[config.mk]
export PLATFORM = sky130hd
export DESIGN_NAME = dma_arbiter
export DESIGN_NICKNAME = d
export VERILOG_FILES = /design/src/hw/dma_pkg.sv /design/src/hw/dma_arbiter.sv /design/src/hw/dma_fifo.sv
export VERILOG_INCLUDE_DIRS = /design/src /design/src/hw
export SDC_FILE = /design/constraint.sdc
export NUM_CORES = 1
export LEC_CHECK = 0
export ABC_AREA = 1
export ABC_CLOCK_PERIOD_IN_PS = 2140
export BUFFER_PORTS_ARGS = -buffer_cell sky130_fd_sc_hd__buf_2
export CAP_MARGIN = 40
export CORE_ASPECT_RATIO = 1.75
export CORE_MARGIN = 1
export CORE_UTILIZATION = 46
export DETAILED_ROUTE_END_ITERATION = 8
export PLACE_DENSITY_LB_ADDON = 0.15
export SKIP_CTS_REPAIR_TIMING = 1
export SYNTH_ARGS = -nofsm -noshare
export SYNTH_HDL_FRONTEND = slang
export SYNTH_SLANG_ARGS = --single-unit
[constraint.sdc]
create_clock -name i_clk -period 2.14 [get_ports i_clk]
set_clock_uncertainty 0.1 [all_clocks]
set_input_delay 0.428 -clock i_clk [delete_from_list [all_inputs] [get_ports i_clk]]
set_output_delay 0.428 -clock i_clk [all_outputs]
set_load 0.05 [all_outputs]
[src/hw/dma_consts.svh]
// Named constants of the two-channel transfer controller: register map, field positions, reset values.
// Assumes inclusion by its bare name from the package only; the design modules use its macros without including it.
`ifndef DMA_CONSTS_SVH
`define DMA_CONSTS_SVH

// Channel select field, the top two bits of a register address.
`define CHSEL_CHAN1      2'b00
`define CHSEL_CHAN2      2'b01

// Byte offsets inside one channel's register set.
`define OFF_DCR_HI       6'h04
`define OFF_DCR_LO       6'h05
`define OFF_CCR          6'h07
`define OFF_MTC_HI       6'h0a
`define OFF_MTC_LO       6'h0b
`define OFF_CPR          6'h2d

// Read value of every reserved location.
`define NULL_DATA        8'hff

// Device control register fields.
`define DCR_MODE_BIT     15
`define DCR_DTYPE_HI     13
`define DCR_DTYPE_LO     12
`define DCR_SIZE_BIT     11
`define DCR_STORE_MASK   16'hb800
`define DCR_RESET        16'h0000
`define DTYPE_IMPLICIT   2'b11
`define DTYPE_EXPLICIT   2'b00

// Channel control register: start bit, other bits read as their fixed default.
`define CCR_START_BIT    7
`define CCR_DEFAULT      8'h00

// Compatibility-only priority register default.
`define CPR_DEFAULT      8'h00

// Counter constants.
`define MTC_RESET        16'h0000
`define MTC_ONE          16'h0001

// Data buffer shape.
`define FIFO_WIDTH       16
`define FIFO_DEPTH       4
`define FIFO_PTR_W       2

`endif

[src/hw/dma_pkg.sv]
// Types shared by the transfer controller modules.
// Assumes dma_consts.svh is reachable on the include path.
`include "dma_consts.svh"

package dma_pkg;

	// Bus arbitration and transfer sequence of the active channel.
	typedef enum logic [2:0] {
		ST_IDLE,
		ST_WAIT_EXT,
		ST_REQ,
		ST_WAIT_BUS,
		ST_XFER,
		ST_END
	} dma_state_t;

	typedef logic [15:0] word_t;
	typedef logic [7:0]  byte_t;

endpackage

[src/hw/dma_arbiter.sv]
// Two-channel transfer controller: device handshake, bus arbitration and a byte register port.
// Assumes pins arrive asynchronous, the internal CPU grant and register port run on i_clk.
//
// Contract
// - Two channels move byte or word operands for 8- or 16-bit device ports.
// - Each channel runs cycle-steal (one operand per bus tenure) or burst.
// - Channel 1 single addressing only; channel 2 single or dual addressing.
// - The serving channel drives its acknowledge low during each device transfer; the code keeps channel 2's acknowledge high in dual addressing.
// - Transfer-complete pulses low when a device bus cycle finishes.
// - Done is driven low when the memory transfer count is exhausted.
// - Done driven low by a device ends the operation after the current operand.
// - Priority: channel 1, channel 2, external masters, then the CPU.
// - Raise internal bus request; withhold grant from external masters meanwhile.
// - If external masters already own the bus, wait until grant-acknowledge deasserts.
// - The CPU finishes its present cycle before passing the grant.
// - After grant, take the bus only when address strobe and acknowledge are inactive.
// - No external grant while grant-acknowledge shows another owner.
// - Reserved locations read all ones with a normal cycle.
// - Every register is reachable as a byte.
// - Unused compatibility bits read their fixed default regardless of writes.
// - Address bits 7:6 select channel: 00 channel 1, 01 channel 2, others reserved.
// - Device control bit 15 selects burst (0) or cycle-steal (1).
`timescale 1ns/1ps

module dma_arbiter
	import dma_pkg::*;
(
	input  wire logic        i_clk,
	input  wire logic        i_nrst,
	input  wire logic        i_chan1_request_n,
	input  wire logic        i_chan2_request_n,
	output logic             o_chan1_acknowledge_n,
	output logic             o_chan2_acknowledge_n,
	input  wire logic        i_device_ready_n,
	output logic             o_transfer_complete_n,
	input  wire logic        i_transfer_done_n,
	output logic             o_transfer_done_n,
	output logic             o_transfer_done_oe,
	input  wire logic [15:0] i_dev_data,
	input  wire logic        i_cpu_grant_n,
	output logic             o_int_bus_request_n,
	input  wire logic        i_bus_request_n,
	output logic             o_bus_grant_n,
	input  wire logic        i_bus_grant_ack_n,
	output logic             o_bus_owner,
	input  wire logic        i_address_strobe_n,
	input  wire logic        i_data_transfer_ack_n,
	output logic [15:0]      o_mem_data,
	output logic             o_mem_valid,
	input  wire logic        i_mem_ready,
	input  wire logic        i_reg_req,
	input  wire logic        i_reg_we,
	input  wire logic [7:0]  i_reg_addr,
	input  wire logic [7:0]  i_reg_wdata,
	output logic [7:0]       o_reg_rdata,
	output logic             o_reg_done
);

	////////////////////////////////////////////////////////////////////////////////
	// Pin synchronisers: the first stage feeds only the second.
	logic [7:0] sync1_q;
	logic [7:0] sync2_q;
	wire  [7:0] pins = {i_chan1_request_n, i_chan2_request_n, i_device_ready_n, i_transfer_done_n,
	                    i_bus_request_n, i_bus_grant_ack_n, i_address_strobe_n, i_data_transfer_ack_n};

	always_ff @(posedge i_clk or negedge i_nrst) begin
		if (!i_nrst) begin
			sync1_q <= 8'hff;
			sync2_q <= 8'hff;
		end else begin
			sync1_q <= pins;
			sync2_q <= sync1_q;
		end
	end

	wire req1_s  = !sync2_q[7];
	wire req2_s  = !sync2_q[6];
	wire rdy_s   = !sync2_q[5];
	wire done_s  = !sync2_q[4];
	wire xreq_s  = !sync2_q[3];
	wire bgack_s = !sync2_q[2];
	wire as_s    = !sync2_q[1];
	wire dack_s  = !sync2_q[0];

	// Device data is registered every cycle but only used while ready, or in dual addressing acknowledge, already stands synchronised, so it is settled then.
	logic [15:0] dev_data_q;
	always_ff @(posedge i_clk or negedge i_nrst) begin
		if (!i_nrst) begin
			dev_data_q <= 16'h0000;
		end else begin
			dev_data_q <= i_dev_data;
		end
	end

	////////////////////////////////////////////////////////////////////////////////
	// Per-channel programmable state.
	logic [15:0] dcr_q [2];
	logic [15:0] mtc_q [2];
	logic [1:0]  start_q;

	// Stored device control with fixed fields forced; channel 1 is always implicitly addressed.
	function automatic word_t dcr_view(input logic ch, input word_t raw);
		word_t v;
		v = raw & `DCR_STORE_MASK;
		if (!ch) begin
			v[`DCR_DTYPE_HI:`DCR_DTYPE_LO] = `DTYPE_IMPLICIT;
		end
		return v;
	endfunction

	// Register read decode for one channel's byte offset.
	function automatic byte_t reg_read(input logic ch, input logic [5:0] off);
		word_t d;
		d = dcr_view(ch, dcr_q[ch]);
		unique case (off)
			`OFF_DCR_HI: reg_read = d[15:8];
			`OFF_DCR_LO: reg_read = d[7:0];
			`OFF_CCR:    reg_read = `CCR_DEFAULT | {start_q[ch], 7'h00};
			`OFF_MTC_HI: reg_read = mtc_q[ch][15:8];
			`OFF_MTC_LO: reg_read = mtc_q[ch][7:0];
			`OFF_CPR:    reg_read = `CPR_DEFAULT;
			default:     reg_read = `NULL_DATA;
		endcase
	endfunction

	////////////////////////////////////////////////////////////////////////////////
	// Register port decode: byte wide, channel in bits 7:6.
	wire [1:0] reg_sel   = i_reg_addr[7:6];
	wire [5:0] reg_off   = i_reg_addr[5:0];
	wire       reg_ch    = reg_sel[0];
	wire       reg_chok  = (reg_sel == `CHSEL_CHAN1) || (reg_sel == `CHSEL_CHAN2);
	wire       reg_wr    = i_reg_req && i_reg_we && reg_chok;
	wire       wr_dcr_hi = reg_wr && (reg_off == `OFF_DCR_HI);
	wire       wr_dcr_lo = reg_wr && (reg_off == `OFF_DCR_LO);
	wire       wr_ccr    = reg_wr && (reg_off == `OFF_CCR);
	wire       wr_mtc_hi = reg_wr && (reg_off == `OFF_MTC_HI);
	wire       wr_mtc_lo = reg_wr && (reg_off == `OFF_MTC_LO);
	wire [7:0] rd_byte   = reg_chok ? reg_read(reg_ch, reg_off) : `NULL_DATA;

	// Every access, mapped or not, answers one cycle later as a normal cycle.
	always_ff @(posedge i_clk or negedge i_nrst) begin
		if (!i_nrst) begin
			o_reg_rdata <= 8'h00;
			o_reg_done  <= 1'b0;
		end else begin
			o_reg_rdata <= (i_reg_req && !i_reg_we) ? rd_byte : o_reg_rdata;
			o_reg_done  <= i_reg_req;
		end
	end

	////////////////////////////////////////////////////////////////////////////////
	// Transfer sequence signals.
	dma_state_t state_q;
	dma_state_t state_d;
	logic       ch_q;
	logic       done_in_q;
	wire        fifo_wready;
	wire [1:0]  pend      = {req2_s && start_q[1] && (mtc_q[1] != `MTC_RESET),
	                         req1_s && start_q[0] && (mtc_q[0] != `MTC_RESET)};
	wire        pick      = !pend[0];
	wire [15:0] act_dcr   = dcr_view(ch_q, dcr_q[ch_q]);
	wire        cyc_steal = act_dcr[`DCR_MODE_BIT];
	wire        dual_addr = ch_q && (act_dcr[`DCR_DTYPE_HI:`DCR_DTYPE_LO] == `DTYPE_EXPLICIT);
	wire        port16    = act_dcr[`DCR_SIZE_BIT];
	wire        handshake = dual_addr ? dack_s : rdy_s;
	wire        xfer_go   = (state_q == ST_XFER) && handshake && fifo_wready;
	wire        last_op   = (mtc_q[ch_q] == `MTC_ONE);
	// In the end state the counter has already been decremented, so exhaustion reads as zero there.
	wire        cnt_out   = (mtc_q[ch_q] == `MTC_RESET);
	wire        finish    = cnt_out || done_in_q || done_s;
	wire        more      = pend[ch_q] && !cyc_steal && !(pend[0] && ch_q);
	wire [15:0] operand   = port16 ? dev_data_q : {8'h00, dev_data_q[7:0]};

	// Next state of the arbitration and transfer sequence.
	always_comb begin
		state_d = state_q;
		unique case (state_q)
			ST_IDLE:     if (pend != 2'b00) state_d = bgack_s ? ST_WAIT_EXT : ST_REQ;
			ST_WAIT_EXT: if (!bgack_s) state_d = ST_REQ;
			ST_REQ:      if (!i_cpu_grant_n) state_d = ST_WAIT_BUS;
			ST_WAIT_BUS: if (!as_s && !dack_s) state_d = ST_XFER;
			ST_XFER:     if (xfer_go) state_d = ST_END;
			ST_END:      state_d = (!finish && more) ? ST_WAIT_BUS : ST_IDLE;
		endcase
	end

	// State and channel choice; the channel is latched only when leaving idle.
	always_ff @(posedge i_clk or negedge i_nrst) begin
		if (!i_nrst) begin
			state_q <= ST_IDLE;
			ch_q    <= 1'b0;
		end else begin
			state_q <= state_d;
			ch_q    <= (state_q == ST_IDLE && pend != 2'b00) ? pick : ch_q;
		end
	end

	// A done input seen during a tenure is remembered until the operand completes.
	always_ff @(posedge i_clk or negedge i_nrst) begin
		if (!i_nrst) begin
			done_in_q <= 1'b0;
		end else if (state_q == ST_IDLE) begin
			done_in_q <= 1'b0;
		end else if (done_s) begin
			done_in_q <= 1'b1;
		end
	end

	////////////////////////////////////////////////////////////////////////////////
	// Counters, control and start bits; hardware end of channel clears start unless software sets it.
	wire       ch_end = (state_q == ST_END) && finish;
	always_ff @(posedge i_clk or negedge i_nrst) begin
		if (!i_nrst) begin
			dcr_q   <= '{`DCR_RESET, `DCR_RESET};
			mtc_q   <= '{`MTC_RESET, `MTC_RESET};
			start_q <= 2'b00;
		end else begin
			for (int c = 0; c < 2; c++) begin
				if (wr_dcr_hi && reg_ch == c[0]) dcr_q[c][15:8] <= i_reg_wdata & 8'(`DCR_STORE_MASK >> 8);
				if (wr_dcr_lo && reg_ch == c[0]) dcr_q[c][7:0]  <= i_reg_wdata & 8'(`DCR_STORE_MASK);
				if (wr_mtc_hi && reg_ch == c[0]) mtc_q[c][15:8] <= i_reg_wdata;
				else if (wr_mtc_lo && reg_ch == c[0]) mtc_q[c][7:0] <= i_reg_wdata;
				else if (xfer_go && ch_q == c[0]) mtc_q[c] <= mtc_q[c] - `MTC_ONE;
				if (wr_ccr && reg_ch == c[0]) start_q[c] <= i_reg_wdata[`CCR_START_BIT];
				else if (ch_end && ch_q == c[0]) start_q[c] <= 1'b0;
			end
		end
	end

	////////////////////////////////////////////////////////////////////////////////
	// Pin outputs, all from flip-flops.
	// Waiting for the bus keeps ownership only when a burst already holds it; a fresh tenure must wait.
	wire own_next = (state_d == ST_XFER) || (state_d == ST_END) || (state_d == ST_WAIT_BUS && o_bus_owner);
	wire want_bus = (state_d != ST_IDLE) || (pend != 2'b00);
	always_ff @(posedge i_clk or negedge i_nrst) begin
		if (!i_nrst) begin
			o_chan1_acknowledge_n <= 1'b1;
			o_chan2_acknowledge_n <= 1'b1;
			o_transfer_complete_n <= 1'b1;
			o_transfer_done_n     <= 1'b1;
			o_transfer_done_oe    <= 1'b0;
			o_int_bus_request_n   <= 1'b1;
			o_bus_grant_n         <= 1'b1;
			o_bus_owner           <= 1'b0;
		end else begin
			o_chan1_acknowledge_n <= !(state_d == ST_XFER && !ch_q);
			o_chan2_acknowledge_n <= !(state_d == ST_XFER && ch_q && !dual_addr);
			o_transfer_complete_n <= !xfer_go;
			o_transfer_done_n     <= !(xfer_go && last_op);
			o_transfer_done_oe    <= xfer_go && last_op;
			o_int_bus_request_n   <= !(want_bus && state_d != ST_WAIT_EXT);
			o_bus_grant_n         <= !(xreq_s && !want_bus && !bgack_s && !i_cpu_grant_n);
			o_bus_owner           <= own_next;
		end
	end

	////////////////////////////////////////////////////////////////////////////////
	// Operand buffer toward the memory side; a full buffer stalls the device handshake.
	dma_fifo #(
		.WIDTH (`FIFO_WIDTH),
		.DEPTH (`FIFO_DEPTH),
		.PTR_W (`FIFO_PTR_W)
	) u_fifo (
		.i_clk    (i_clk),
		.i_nrst   (i_nrst),
		.i_wdata  (operand),
		.i_wvalid (xfer_go),
		.o_wready (fifo_wready),
		.o_rdata  (o_mem_data),
		.o_rvalid (o_mem_valid),
		.i_rready (i_mem_ready)
	);

endmodule // dma_arbiter

[src/hw/dma_fifo.sv]
// Small synchronous FIFO with registered read data and valid/ready on both sides.
// Assumes one clock and an asynchronous active-low reset shared with its user.
`timescale 1ns/1ps

module dma_fifo #(
	parameter int WIDTH = `FIFO_WIDTH,
	parameter int DEPTH = `FIFO_DEPTH,
	parameter int PTR_W = `FIFO_PTR_W
) (
	input  wire logic             i_clk,
	input  wire logic             i_nrst,
	input  wire logic [WIDTH-1:0] i_wdata,
	input  wire logic             i_wvalid,
	output logic                  o_wready,
	output logic [WIDTH-1:0]      o_rdata,
	output logic                  o_rvalid,
	input  wire logic             i_rready
);

	////////////////////////////////////////////////////////////////////////////////
	logic [WIDTH-1:0] mem_q [DEPTH];
	logic [PTR_W-1:0] wptr_q;
	logic [PTR_W-1:0] rptr_q;
	logic [PTR_W:0]   count_q;
	logic [PTR_W:0]   count_d;
	wire              push;
	wire              pop;
	wire              full;
	wire              empty;

	// The output stage counts as one slot so that full is exact across the register.
	assign full     = (count_q == (PTR_W+1)'(DEPTH));
	assign empty    = (count_q == '0);
	assign push     = i_wvalid && !full;
	assign pop      = o_rvalid && i_rready;
	assign o_wready = !full;
	assign count_d  = count_q + (PTR_W+1)'(push) - (PTR_W+1)'(pop);

	// Storage array; no reset needed on data.
	always_ff @(posedge i_clk) begin
		if (push) begin
			mem_q[wptr_q] <= i_wdata;
		end
	end

	// Write pointer and occupancy.
	always_ff @(posedge i_clk or negedge i_nrst) begin
		if (!i_nrst) begin
			wptr_q  <= '0;
			count_q <= '0;
		end else begin
			wptr_q  <= push ? wptr_q + 1'b1 : wptr_q;
			count_q <= count_d;
		end
	end

	// Registered read port: refill the output word when it is empty or being taken.
	wire load = (!o_rvalid || i_rready) && (count_q > (PTR_W+1)'(o_rvalid));
	always_ff @(posedge i_clk or negedge i_nrst) begin
		if (!i_nrst) begin
			rptr_q   <= '0;
			o_rvalid <= 1'b0;
			o_rdata  <= '0;
		end else begin
			if (load) begin
				o_rdata <= mem_q[rptr_q];
				rptr_q  <= rptr_q + 1'b1;
			end
			o_rvalid <= load ? 1'b1 : (o_rvalid && !i_rready);
		end
	end

endmodule // dma_fifo

==> run summary, run 1 <==
The pre-antenna-repair detailed-routing pass consisted of 5 iterations. The number of violations of the max-capacitance limit is 0. The post-synthesis sequential area ratio is 0.582. The number of nets in the synthesized netlist is roughly 940. The final non-filler cell total came out at 1274. The number of antenna repair diodes came out at 0.

The power density relative to cell area is 1170 mW/mm2. The worst-case IR drop observed on VDD is between 0.0009 and 0.001 V. The leakage power figure came out at 4.54 nW. The number of buffers inserted by port buffering is 79.

The number of global-route vias before repair is around 6400. The wire length of the first global-routing pass is between 30000 and 40000 um. The share of the clock period used by the worst path came out at 0.947. The filler cell count is roughly 1600. The routed length per instance came out at 16.3 um. The net count of the finished layout came out at 1085.

The longest clock path from root to sink contains 2 buffers. In this run the horizontal extent of the chip is approximately 100 um. Synthesis inferred between 150 and 200 register bits. For this configuration, the core starts out at a cell density of 0.469. Across every metal layer, demand over resource in global routing totals 0.230. The area share of the largest cell type after synthesis is 0.285. The final-report hold violation count came to 0. TritonCTS built the clock tree. Of all flip-flops after synthesis, the portion carrying an async set or reset was 0.648.

In the synthesized netlist the dominant register cell turns out to be sky130_fd_sc_hd__dfrtp_1. The depth of the worst hold-timing path came out at 1. The minimum period implied by the final worst setup slack came out at ~2 ns.

At the pin with the least slew margin, the transition time is 0.825 ns. The run finished with clean final reports. The core area is roughly 0.018 mm2.

The cell area after technology mapping is 0.00843 mm2. The root buffer cell is sky130_fd_sc_hd__clkbuf_16. Using the TritonRoute via totals, the vias-per-cell ratio works out to 5.14.

During I/O placement, the number of pins put on the boundary was 80. The site row count is 65. The area of placed instances came out at ~0.0095 mm2. The total wire length came out at between 20000 and 25000 um. Along the worst path, the maximum fanout reaches 6. The clock buffer count from CTS is 17. The synthesized netlist cell count came out at slightly below 900. Counting flops with a built-in enable in the synthesized netlist gives 64. Clock-pin slew was measured on the worst setup and hold paths at ~0.07 ns. The placed wire-length estimate after detailed placement is 15200 um. Entering global routing, the biggest net connects 39 pins. The count of unique library cells instantiated by Yosys is 47.

The most used standard cell by instance count after synthesis is sky130_fd_sc_hd__nand2_1. The clock latency of the later-clocked register in the worst-skew pair came out at approximately 0.43 ns. The die area came out at approximately 0.019 mm2. The number of antenna violations at the first check in global routing is 0. Setup total negative slack on the finished layout was measured at 0 ns. The layout cell share with drive strength beyond 1 came out at 0.237. The global placement routability congestion is 0.917. The total non-filler cell area in the finished layout came out at 0.0103 mm2. The final global-route overflow total came out at 0. The number of remaining DRC errors came out at 0. The multi-input combinational cells in the finished layout cover a total of 0.00305 mm2.

The relative area change from synthesis to final layout is 22.7%. The mean cell area of the mapped netlist is around 9.6 um2. The count of pins over their slew limit is 0. Derived from the worst setup path, the maximum achievable clock frequency is around 490 MHz. The class of the most critical hold timing path is primary input to register. After detailed placement, the design holds a cell count of about 1200. The critical path capture point type is a register. sky130_fd_sc_hd__dfrtp_1 takes more of the synthesized area than any other cell. Summing all flip-flop and latch instances after layout gives a little under 0.005 mm2. The total via count in the routed design is 6542. Data on the critical path arrives at its endpoint at around 2.2 ns. The normalized max-slew margin is 0.446. The remaining antenna violation count after routing is 0. The required arrival time at the worst endpoint is 2.35 ns.

STA classifies the critical path startpoint as a register. The number of cells on the worst reg-to-reg path is 13. The depth of the CTS H-tree is 4. The setup path with the least slack is of type register to register. In the post-synthesis netlist, the biggest area contributors are sky130_fd_sc_hd__dfrtp_1 (29%), sky130_fd_sc_hd__edfxtp_1 (23%), sky130_fd_sc_hd__nand2_1 (7.4%), sky130_fd_sc_hd__dfstp_2 (6.9%), sky130_fd_sc_hd__o21ai_0 (6.0%). The number of violations reported at the end of detailed-routing iteration 0 is around 350. The number of synthesis warnings came out at 0.

The count of endpoints failing setup in the final report is 0. The CTS sink count came out at 182. The commonest cells after synthesis are sky130_fd_sc_hd__nand2_1 (167), sky130_fd_sc_hd__inv_1 (104), sky130_fd_sc_hd__nor2_1 (104), sky130_fd_sc_hd__o21ai_0 (101), sky130_fd_sc_hd__dfrtp_1 (96).

The y dimension of the die came out at ~180 um.
kinds of logic (layout without fill, tap and decap cells):
family / Yosys count / count (layout) / synth area share
buffers and inverters: 132 / 295 / 0.0623
AND/OR/NAND/NOR: 346 / 346 / 0.179
flip-flops: 182 / 182 / 0.582
AO/OA/AOI/OAI: 170 / 170 / 0.117
XOR/XNOR: 19 / 19 / 0.0197
adder cells (fa/ha/maj): 12 / 12 / 0.0187
multiplexers: 16 / 16 / 0.0214
path summary, 6_finish.rpt:
check / slack [ns] / endpoint / startpoint
worst max-delay path: 0.11 / o_bus_owner$_DFF_PN0_ / mtc_q[17]$_DFFE_PN0P_
worst min-delay path: 0.01 / dev_data_q[12]$_DFF_PN0_ / i_dev_data[12]
worst max register to register: 0.11 / o_bus_owner$_DFF_PN0_ / mtc_q[17]$_DFFE_PN0P_
worst min register to register: 0.25 / sync2_q[4]$_DFF_PN1_ / sync1_q[4]$_DFF_PN1_
max in group asynchronous: 0.81 / sync2_q[6]$_DFF_PN1_ / i_nrst
min in group asynchronous: 0.43 / mtc_q[17]$_DFFE_PN0P_ / i_nrst
final cells by class:
type | instances | area share
Clock buffer | 21 | 0.0436
Clock inverter | 11 | 0.0134
Inverter | 108 | 0.0392
Multi-Input combinational cell | 563 | 0.295
Sequential cell | 182 | 0.474
Tap cell | 234 | 0.0283
Timing Repair Buffer | 155 | 0.106
cell usage in the layout (no fill, tap or decap), types with 3 or more instances in the layout:
cell / n
sky130_fd_sc_hd__buf_12: 6
sky130_fd_sc_hd__nor2_4: 7
sky130_fd_sc_hd__nor3_2: 4
sky130_fd_sc_hd__buf_4: 48
sky130_fd_sc_hd__inv_2: 5
sky130_fd_sc_hd__nand2_2: 9
sky130_fd_sc_hd__o21ai_0: 101
sky130_fd_sc_hd__dfstp_2: 22
sky130_fd_sc_hd__a41oi_1: 4
sky130_fd_sc_hd__edfxtp_1: 64
sky130_fd_sc_hd__clkbuf_1: 3
sky130_fd_sc_hd__o21ai_1: 5
sky130_fd_sc_hd__nor2_1: 101
sky130_fd_sc_hd__inv_1: 103
sky130_fd_sc_hd__o31ai_1: 4
sky130_fd_sc_hd__o211ai_1: 8
sky130_fd_sc_hd__nor3_1: 8
sky130_fd_sc_hd__o22ai_1: 26
sky130_fd_sc_hd__nand4_1: 7
sky130_fd_sc_hd__ha_1: 10
sky130_fd_sc_hd__clkbuf_16: 17
sky130_fd_sc_hd__dfrtp_1: 94
sky130_fd_sc_hd__inv_6: 4
sky130_fd_sc_hd__nor2_2: 7
sky130_fd_sc_hd__a21oi_1: 9
sky130_fd_sc_hd__o221ai_1: 3
sky130_fd_sc_hd__nand3_1: 27
sky130_fd_sc_hd__nand2_1: 163
sky130_fd_sc_hd__mux2_2: 16
sky130_fd_sc_hd__xor2_1: 18
sky130_fd_sc_hd__buf_2: 78
sky130_fd_sc_hd__dlygate4sd3_1: 23
sky130_fd_sc_hd__nand2_4: 3
metrics by stage:
step                       util  power (mW)  hold WS (ns)  worst slack (ns)
after floorplan               -        7.68        0.0324           0.00190
after global placement    0.526        8.91         0.246            0.0134
after detailed placement  0.526        8.98         0.247          -0.00121
after CTS                 0.559        12.1        -0.109           -0.0210
after global routing      0.575        12.9      0.000796          -0.00164
final                     0.575        12.1        0.0113             0.113
routing by layer:
| metal | routed length [um] | global-route usage | up-vias |
|---|---|---|---|
| met5 | 0 | 0 | - |
| met4 | 984 | 0.131 | 0 |
| met3 | 730 | 0.0444 | 50 |
| met2 | 11200 | 0.423 | 138 |
| met1 | 7810 | 0.242 | 3143 |
| li1 | - | - | 3211 |
flip-flops by register name (all words and copies together), names as in the netlist, 3 cells and up:
register and flops:
dev_data_q 16, o_reg_rdata 8, mtc_q 32, sync2_q 8, u_fifo.count_q 3, u_fifo.mem_q 64
state_q 3, sync1_q 8, dcr_q 6, u_fifo.o_rdata 16
worst max-delay path, cell delays in order (launching register included):
cell and delay [ns]:
sky130_fd_sc_hd__dfrtp_1 0.41, sky130_fd_sc_hd__inv_2 0.08, sky130_fd_sc_hd__ha_2 0.19, sky130_fd_sc_hd__nand2_2 0.12, sky130_fd_sc_hd__nor2_4 0.15, sky130_fd_sc_hd__nand2_1 0.11
sky130_fd_sc_hd__nand2_2 0.15, sky130_fd_sc_hd__nand2_2 0.09, sky130_fd_sc_hd__nand2_1 0.08, sky130_fd_sc_hd__nor2_1 0.04, sky130_fd_sc_hd__nand2_1 0.10, sky130_fd_sc_hd__nand3_4 0.12
sky130_fd_sc_hd__nand3_1 0.11, sky130_fd_sc_hd__nand2_1 0.05
where the power goes:
group	switching, mW	internal, mW	leakage [nW]
registers	0.355	4.20	1.96
clock network	1.35	1.78	0.281
logic	2.85	1.59	2.30
Power figures use the tool's default switching activity.
==> run 2: changes to the inputs <==
--- a/config.mk
+++ b/config.mk
@@ -7,11 +7,11 @@
 export NUM_CORES = 1
 export LEC_CHECK = 0
 export ABC_AREA = 1
-export ABC_CLOCK_PERIOD_IN_PS = 2140
+export ABC_CLOCK_PERIOD_IN_PS = 1900
 export BUFFER_PORTS_ARGS = -buffer_cell sky130_fd_sc_hd__buf_2
 export CAP_MARGIN = 40
 export CORE_ASPECT_RATIO = 1.75
-export CORE_MARGIN = 1
+export CORE_MARGIN = 3
 export CORE_UTILIZATION = 46
 export DETAILED_ROUTE_END_ITERATION = 8
 export PLACE_DENSITY_LB_ADDON = 0.15
==> constraint.sdc (replaced) <==
create_clock -name i_clk -period 1.9 [get_ports i_clk]
set_clock_uncertainty 0.1 [all_clocks]
set_input_delay 0.38 -clock i_clk [delete_from_list [all_inputs] [get_ports i_clk]]
set_output_delay 0.38 -clock i_clk [all_outputs]
set_load 0.05 [all_outputs]
==> run 2 against run 1 <==
The flow now finishes with violations (setup timing). Routed wire length up 9.6%. Worst hold slack better by 0.076 ns. Clock-buffer cell count shrank 3. Via count increased by 5.2%. Global-route usage is 0.64 points lower. Sequential share of layout area down 3.9 points. Final area increased by 8.9%. First-iteration DRC count rose by 28%. Largest power group is now combinational cells. Highest routed layer unchanged.
==> run summary, run 2 (synthesis results as in run 1) <==
The TritonCTS clock tree is done (unchanged). The largest buffer count on any clock path was 2 (unchanged). The minimum period implied by the final worst setup slack came out at 1.91 ns (was 2.03 ns).

The wire length on met2 is 12300 um (was 11200 um). The minimum setup slack among reg-to-reg paths came out at -0.007 ns (was 0.11 ns). The maximum ir drop on the vdd rail came out at 0.000919 V (was 0.000954 V). The power density relative to cell area is 1330 mW/mm2 (was 1170 mW/mm2). The checks that failed: setup timing. The number of antenna repair diodes is 0 (unchanged). The destination of the worst register-to-register timing path is u_fifo.o_rdata[2]$_DFFE_PN0P_ (was o_bus_owner$_DFF_PN0_). The flip-flop count of the largest register, all copies and words added is 64 (unchanged). The CTS sink count is 182 (unchanged). Largest registers: u_fifo.mem_q (64), mtc_q (32) (unchanged).

The clock buffer count from CTS is 17 (unchanged). The final-report hold violation count came to 0 (unchanged). The worst hold slack after final layout is 0.0868 ns (was 0.0113 ns). The clock latency of the later-clocked register in the worst-skew pair was 0.43 ns (about the same). The routed length per instance came out at 16.8 um (was 16.3 um). The per-cell via count in the routed design is 5.09 (was 5.14). The number of antenna violations at the first check in global routing is 0 (unchanged). The width of the die was 108 um (was 104 um). The count of endpoints failing setup in the final report is 6 (was 0). Setup repair after global routing could not meet its margin everywhere. The die area is 0.0200 mm2 (was 0.0189 mm2).

The transition time at the pin with the least slew margin came to 0.445 ns (was 0.825 ns). The number of global-route vias before repair was 6812 (was 6436). The global placement routability congestion came out at 0.900 (was 0.917). The number of buffers inserted by port buffering came out at 79 (unchanged). The root buffer cell is sky130_fd_sc_hd__clkbuf_16 (unchanged). The placed wire-length estimate after detailed placement was 16500 um (was 15200 um).

The global-route usage over all layers came to 0.224 (was 0.230). The clock-pin slew reported for the worst setup and hold paths after clock tree synthesis came out at 0.07 ns (about the same). The normalized max-slew margin is 0.703 (was 0.446).

The number of cells on the worst reg-to-reg path came out at 6 (was 13). The total wire length is 22700 um (was 20700 um). The post-route setup TNS is -0.0189 ns (was 0 ns). The depth of the worst hold-timing path came out at 3 (was 1). The number of remaining DRC errors is 0 (unchanged). The uppermost metal layer occupied by signal nets is met4 (unchanged). The y dimension of the die came out at 185 um (was 181 um). The required arrival time at the worst endpoint was 2.12 ns (was 2.35 ns). The wire length the detailed router placed on met1 came to 8320 um (was 7810 um).

The start of the worst register-to-register path is u_fifo.o_rvalid$_DFF_PN0_ (was mtc_q[17]$_DFFE_PN0P_). The share of the clock period used by the worst path was 1.00 (was 0.947). The endpoint of the most critical setup path is u_fifo.o_rdata[2]$_DFFE_PN0P_ (was o_bus_owner$_DFF_PN0_). The remaining antenna violation count after routing was 0 (unchanged). The critical path capture point type is a register (unchanged). The core area is 0.0177 mm2 (was 0.0180 mm2). The final global-route overflow total came out at 0 (unchanged).

The top achievable clock speed is 524 MHz (was 493 MHz). The count of pins over their slew limit came out at 0 (unchanged). The type of the setup path with the least slack is register to register (unchanged). The leakage power figure came out at 5.04 nW (was 4.54 nW).

Commonest cells after routing, fill and taps aside: sky130_fd_sc_hd__nand2_1 (153), sky130_fd_sc_hd__buf_4 (118), sky130_fd_sc_hd__o21ai_0 (98) (was sky130_fd_sc_hd__nand2_1 (163), sky130_fd_sc_hd__inv_1 (103), sky130_fd_sc_hd__nor2_1 (101), sky130_fd_sc_hd__o21ai_0 (101), sky130_fd_sc_hd__dfrtp_1 (94)). The critical path launch point type is a register (unchanged). The first-pass detailed-route iteration total is 5 (unchanged). The depth of the CTS H-tree is 4 (unchanged).

The critical path launch point is u_fifo.o_rvalid$_DFF_PN0_ (was mtc_q[17]$_DFFE_PN0P_). The most common cell after layout, fill and taps aside is sky130_fd_sc_hd__nand2_1 (unchanged). The total via count in the routed design came out at 6883 (was 6542). The layout cell share with drive strength beyond 1 is 0.328 (was 0.237). The class of the most critical hold timing path is primary input to register (unchanged).

The minimum setup slack in the final design came out at -0.00738 ns (was 0.113 ns). The register containing the most flip-flops in the final layout was u_fifo.mem_q (unchanged). The number of top-level design ports was 80 (unchanged). The maximum fanout encountered on the critical timing path came out at 5 (was 6).

The site row count came out at 64 (was 65). The amount of wire on met3 after detailed routing came to 880 um (was 730 um). The relative area change from synthesis to final layout is 33.6% (was 22.7%).

Status: finished with violations (was completed). The maximum number of pins on one net before global-route repair came out at 42 (was 39). The wire length of the first global-routing pass came out at 33800 um (was 32900 um). The initial core utilization came out at 0.476 (was 0.469). The number of violations reported at the end of detailed-routing iteration 0 came out at 446 (was 349). The net count of the finished layout is 1167 (was 1085).

The arrival time at the worst endpoint is 2.12 ns (was 2.24 ns). The number of violations of the max-capacitance limit came out at 0 (unchanged).
## run 2: changes by cell type in the layout (fill, tap and decap cells not counted), moves of 8 or more
cell,before,now
sky130_fd_sc_hd__buf_4,48,118
sky130_fd_sc_hd__nor2_2,7,15
sky130_fd_sc_hd__nor2_1,101,91
sky130_fd_sc_hd__nand2_1,163,153
sky130_fd_sc_hd__nand2_2,9,18
sky130_fd_sc_hd__inv_1,103,94
sky130_fd_sc_hd__mux2_4,0,16
sky130_fd_sc_hd__mux2_2,16,0
sky130_fd_sc_hd__inv_2,5,13
## run 2: worst max-delay path, cell delays in order, from the launching register on
cell                        delay (ns)
sky130_fd_sc_hd__dfrtp_2          0.43
sky130_fd_sc_hd__ha_4             0.24
sky130_fd_sc_hd__a32o_2           0.29
sky130_fd_sc_hd__a21oi_4          0.14
sky130_fd_sc_hd__buf_12           0.14
sky130_fd_sc_hd__clkbuf_16        0.15
sky130_fd_sc_hd__mux2_4           0.29
## run 2: cell type report
class	count	area [um2]
fillers	1516	6440
flip-flops and latches	182	4900
multi-input cells	563	3270
repair buffers	237	1810
clock buffers	18	429
inverters	108	408
well taps	231	289
clock inverters	14	150
## run 2: metrics by stage
stage / setup slack (ns) / utilization / cell area, um2 / cells / total power, mW
final: -0.00738 / 0.636 / 11300 / 1353 / 14.9
after global routing: -0.0864 / 0.636 / 11300 / 1353 / 15.8
after CTS: -0.0692 / 0.600 / 10600 / 1313 / 14.2
after detailed placement: -0.0752 / 0.567 / 10000 / 1281 / 10.7
after global placement: -0.0417 / 0.567 / 10000 / 1281 / 10.6
after floorplan: -0.162 / - / 8490 / 877 / 8.80
## run 2: metal layers
layer / up-vias / track usage
met3: 62 / 0.0433
li1: 3388 / -
met5: - / 0
met4: 0 / 0.132
met1: 3266 / 0.233
met2: 167 / 0.410
## run 2: report_power, final
part	leakage (nW)	switching (mW)	internal [mW]
Clock	0.274	1.50	1.95
Combinational	2.81	3.67	2.70
Sequential	1.96	0.377	4.73
Total	5.04	5.55	9.38
## run 2: how the worst min path moves through the flow
stage	start	endpoint
3_5_place_dp	sync1_q[4]$_DFF_PN1_	sync2_q[4]$_DFF_PN1_
4_1_cts	i_nrst	u_fifo.o_rdata[3]$_DFFE_PN0P_
3_3_place_gp	sync1_q[1]$_DFF_PN1_	sync2_q[1]$_DFF_PN1_
2_1_floorplan	i_nrst	ch_q$_DFFE_PN0P_
5_1_grt	i_reg_wdata[2]	mtc_q[10]$_DFFE_PN0P_
6_report	i_reg_wdata[2]	mtc_q[10]$_DFFE_PN0P_
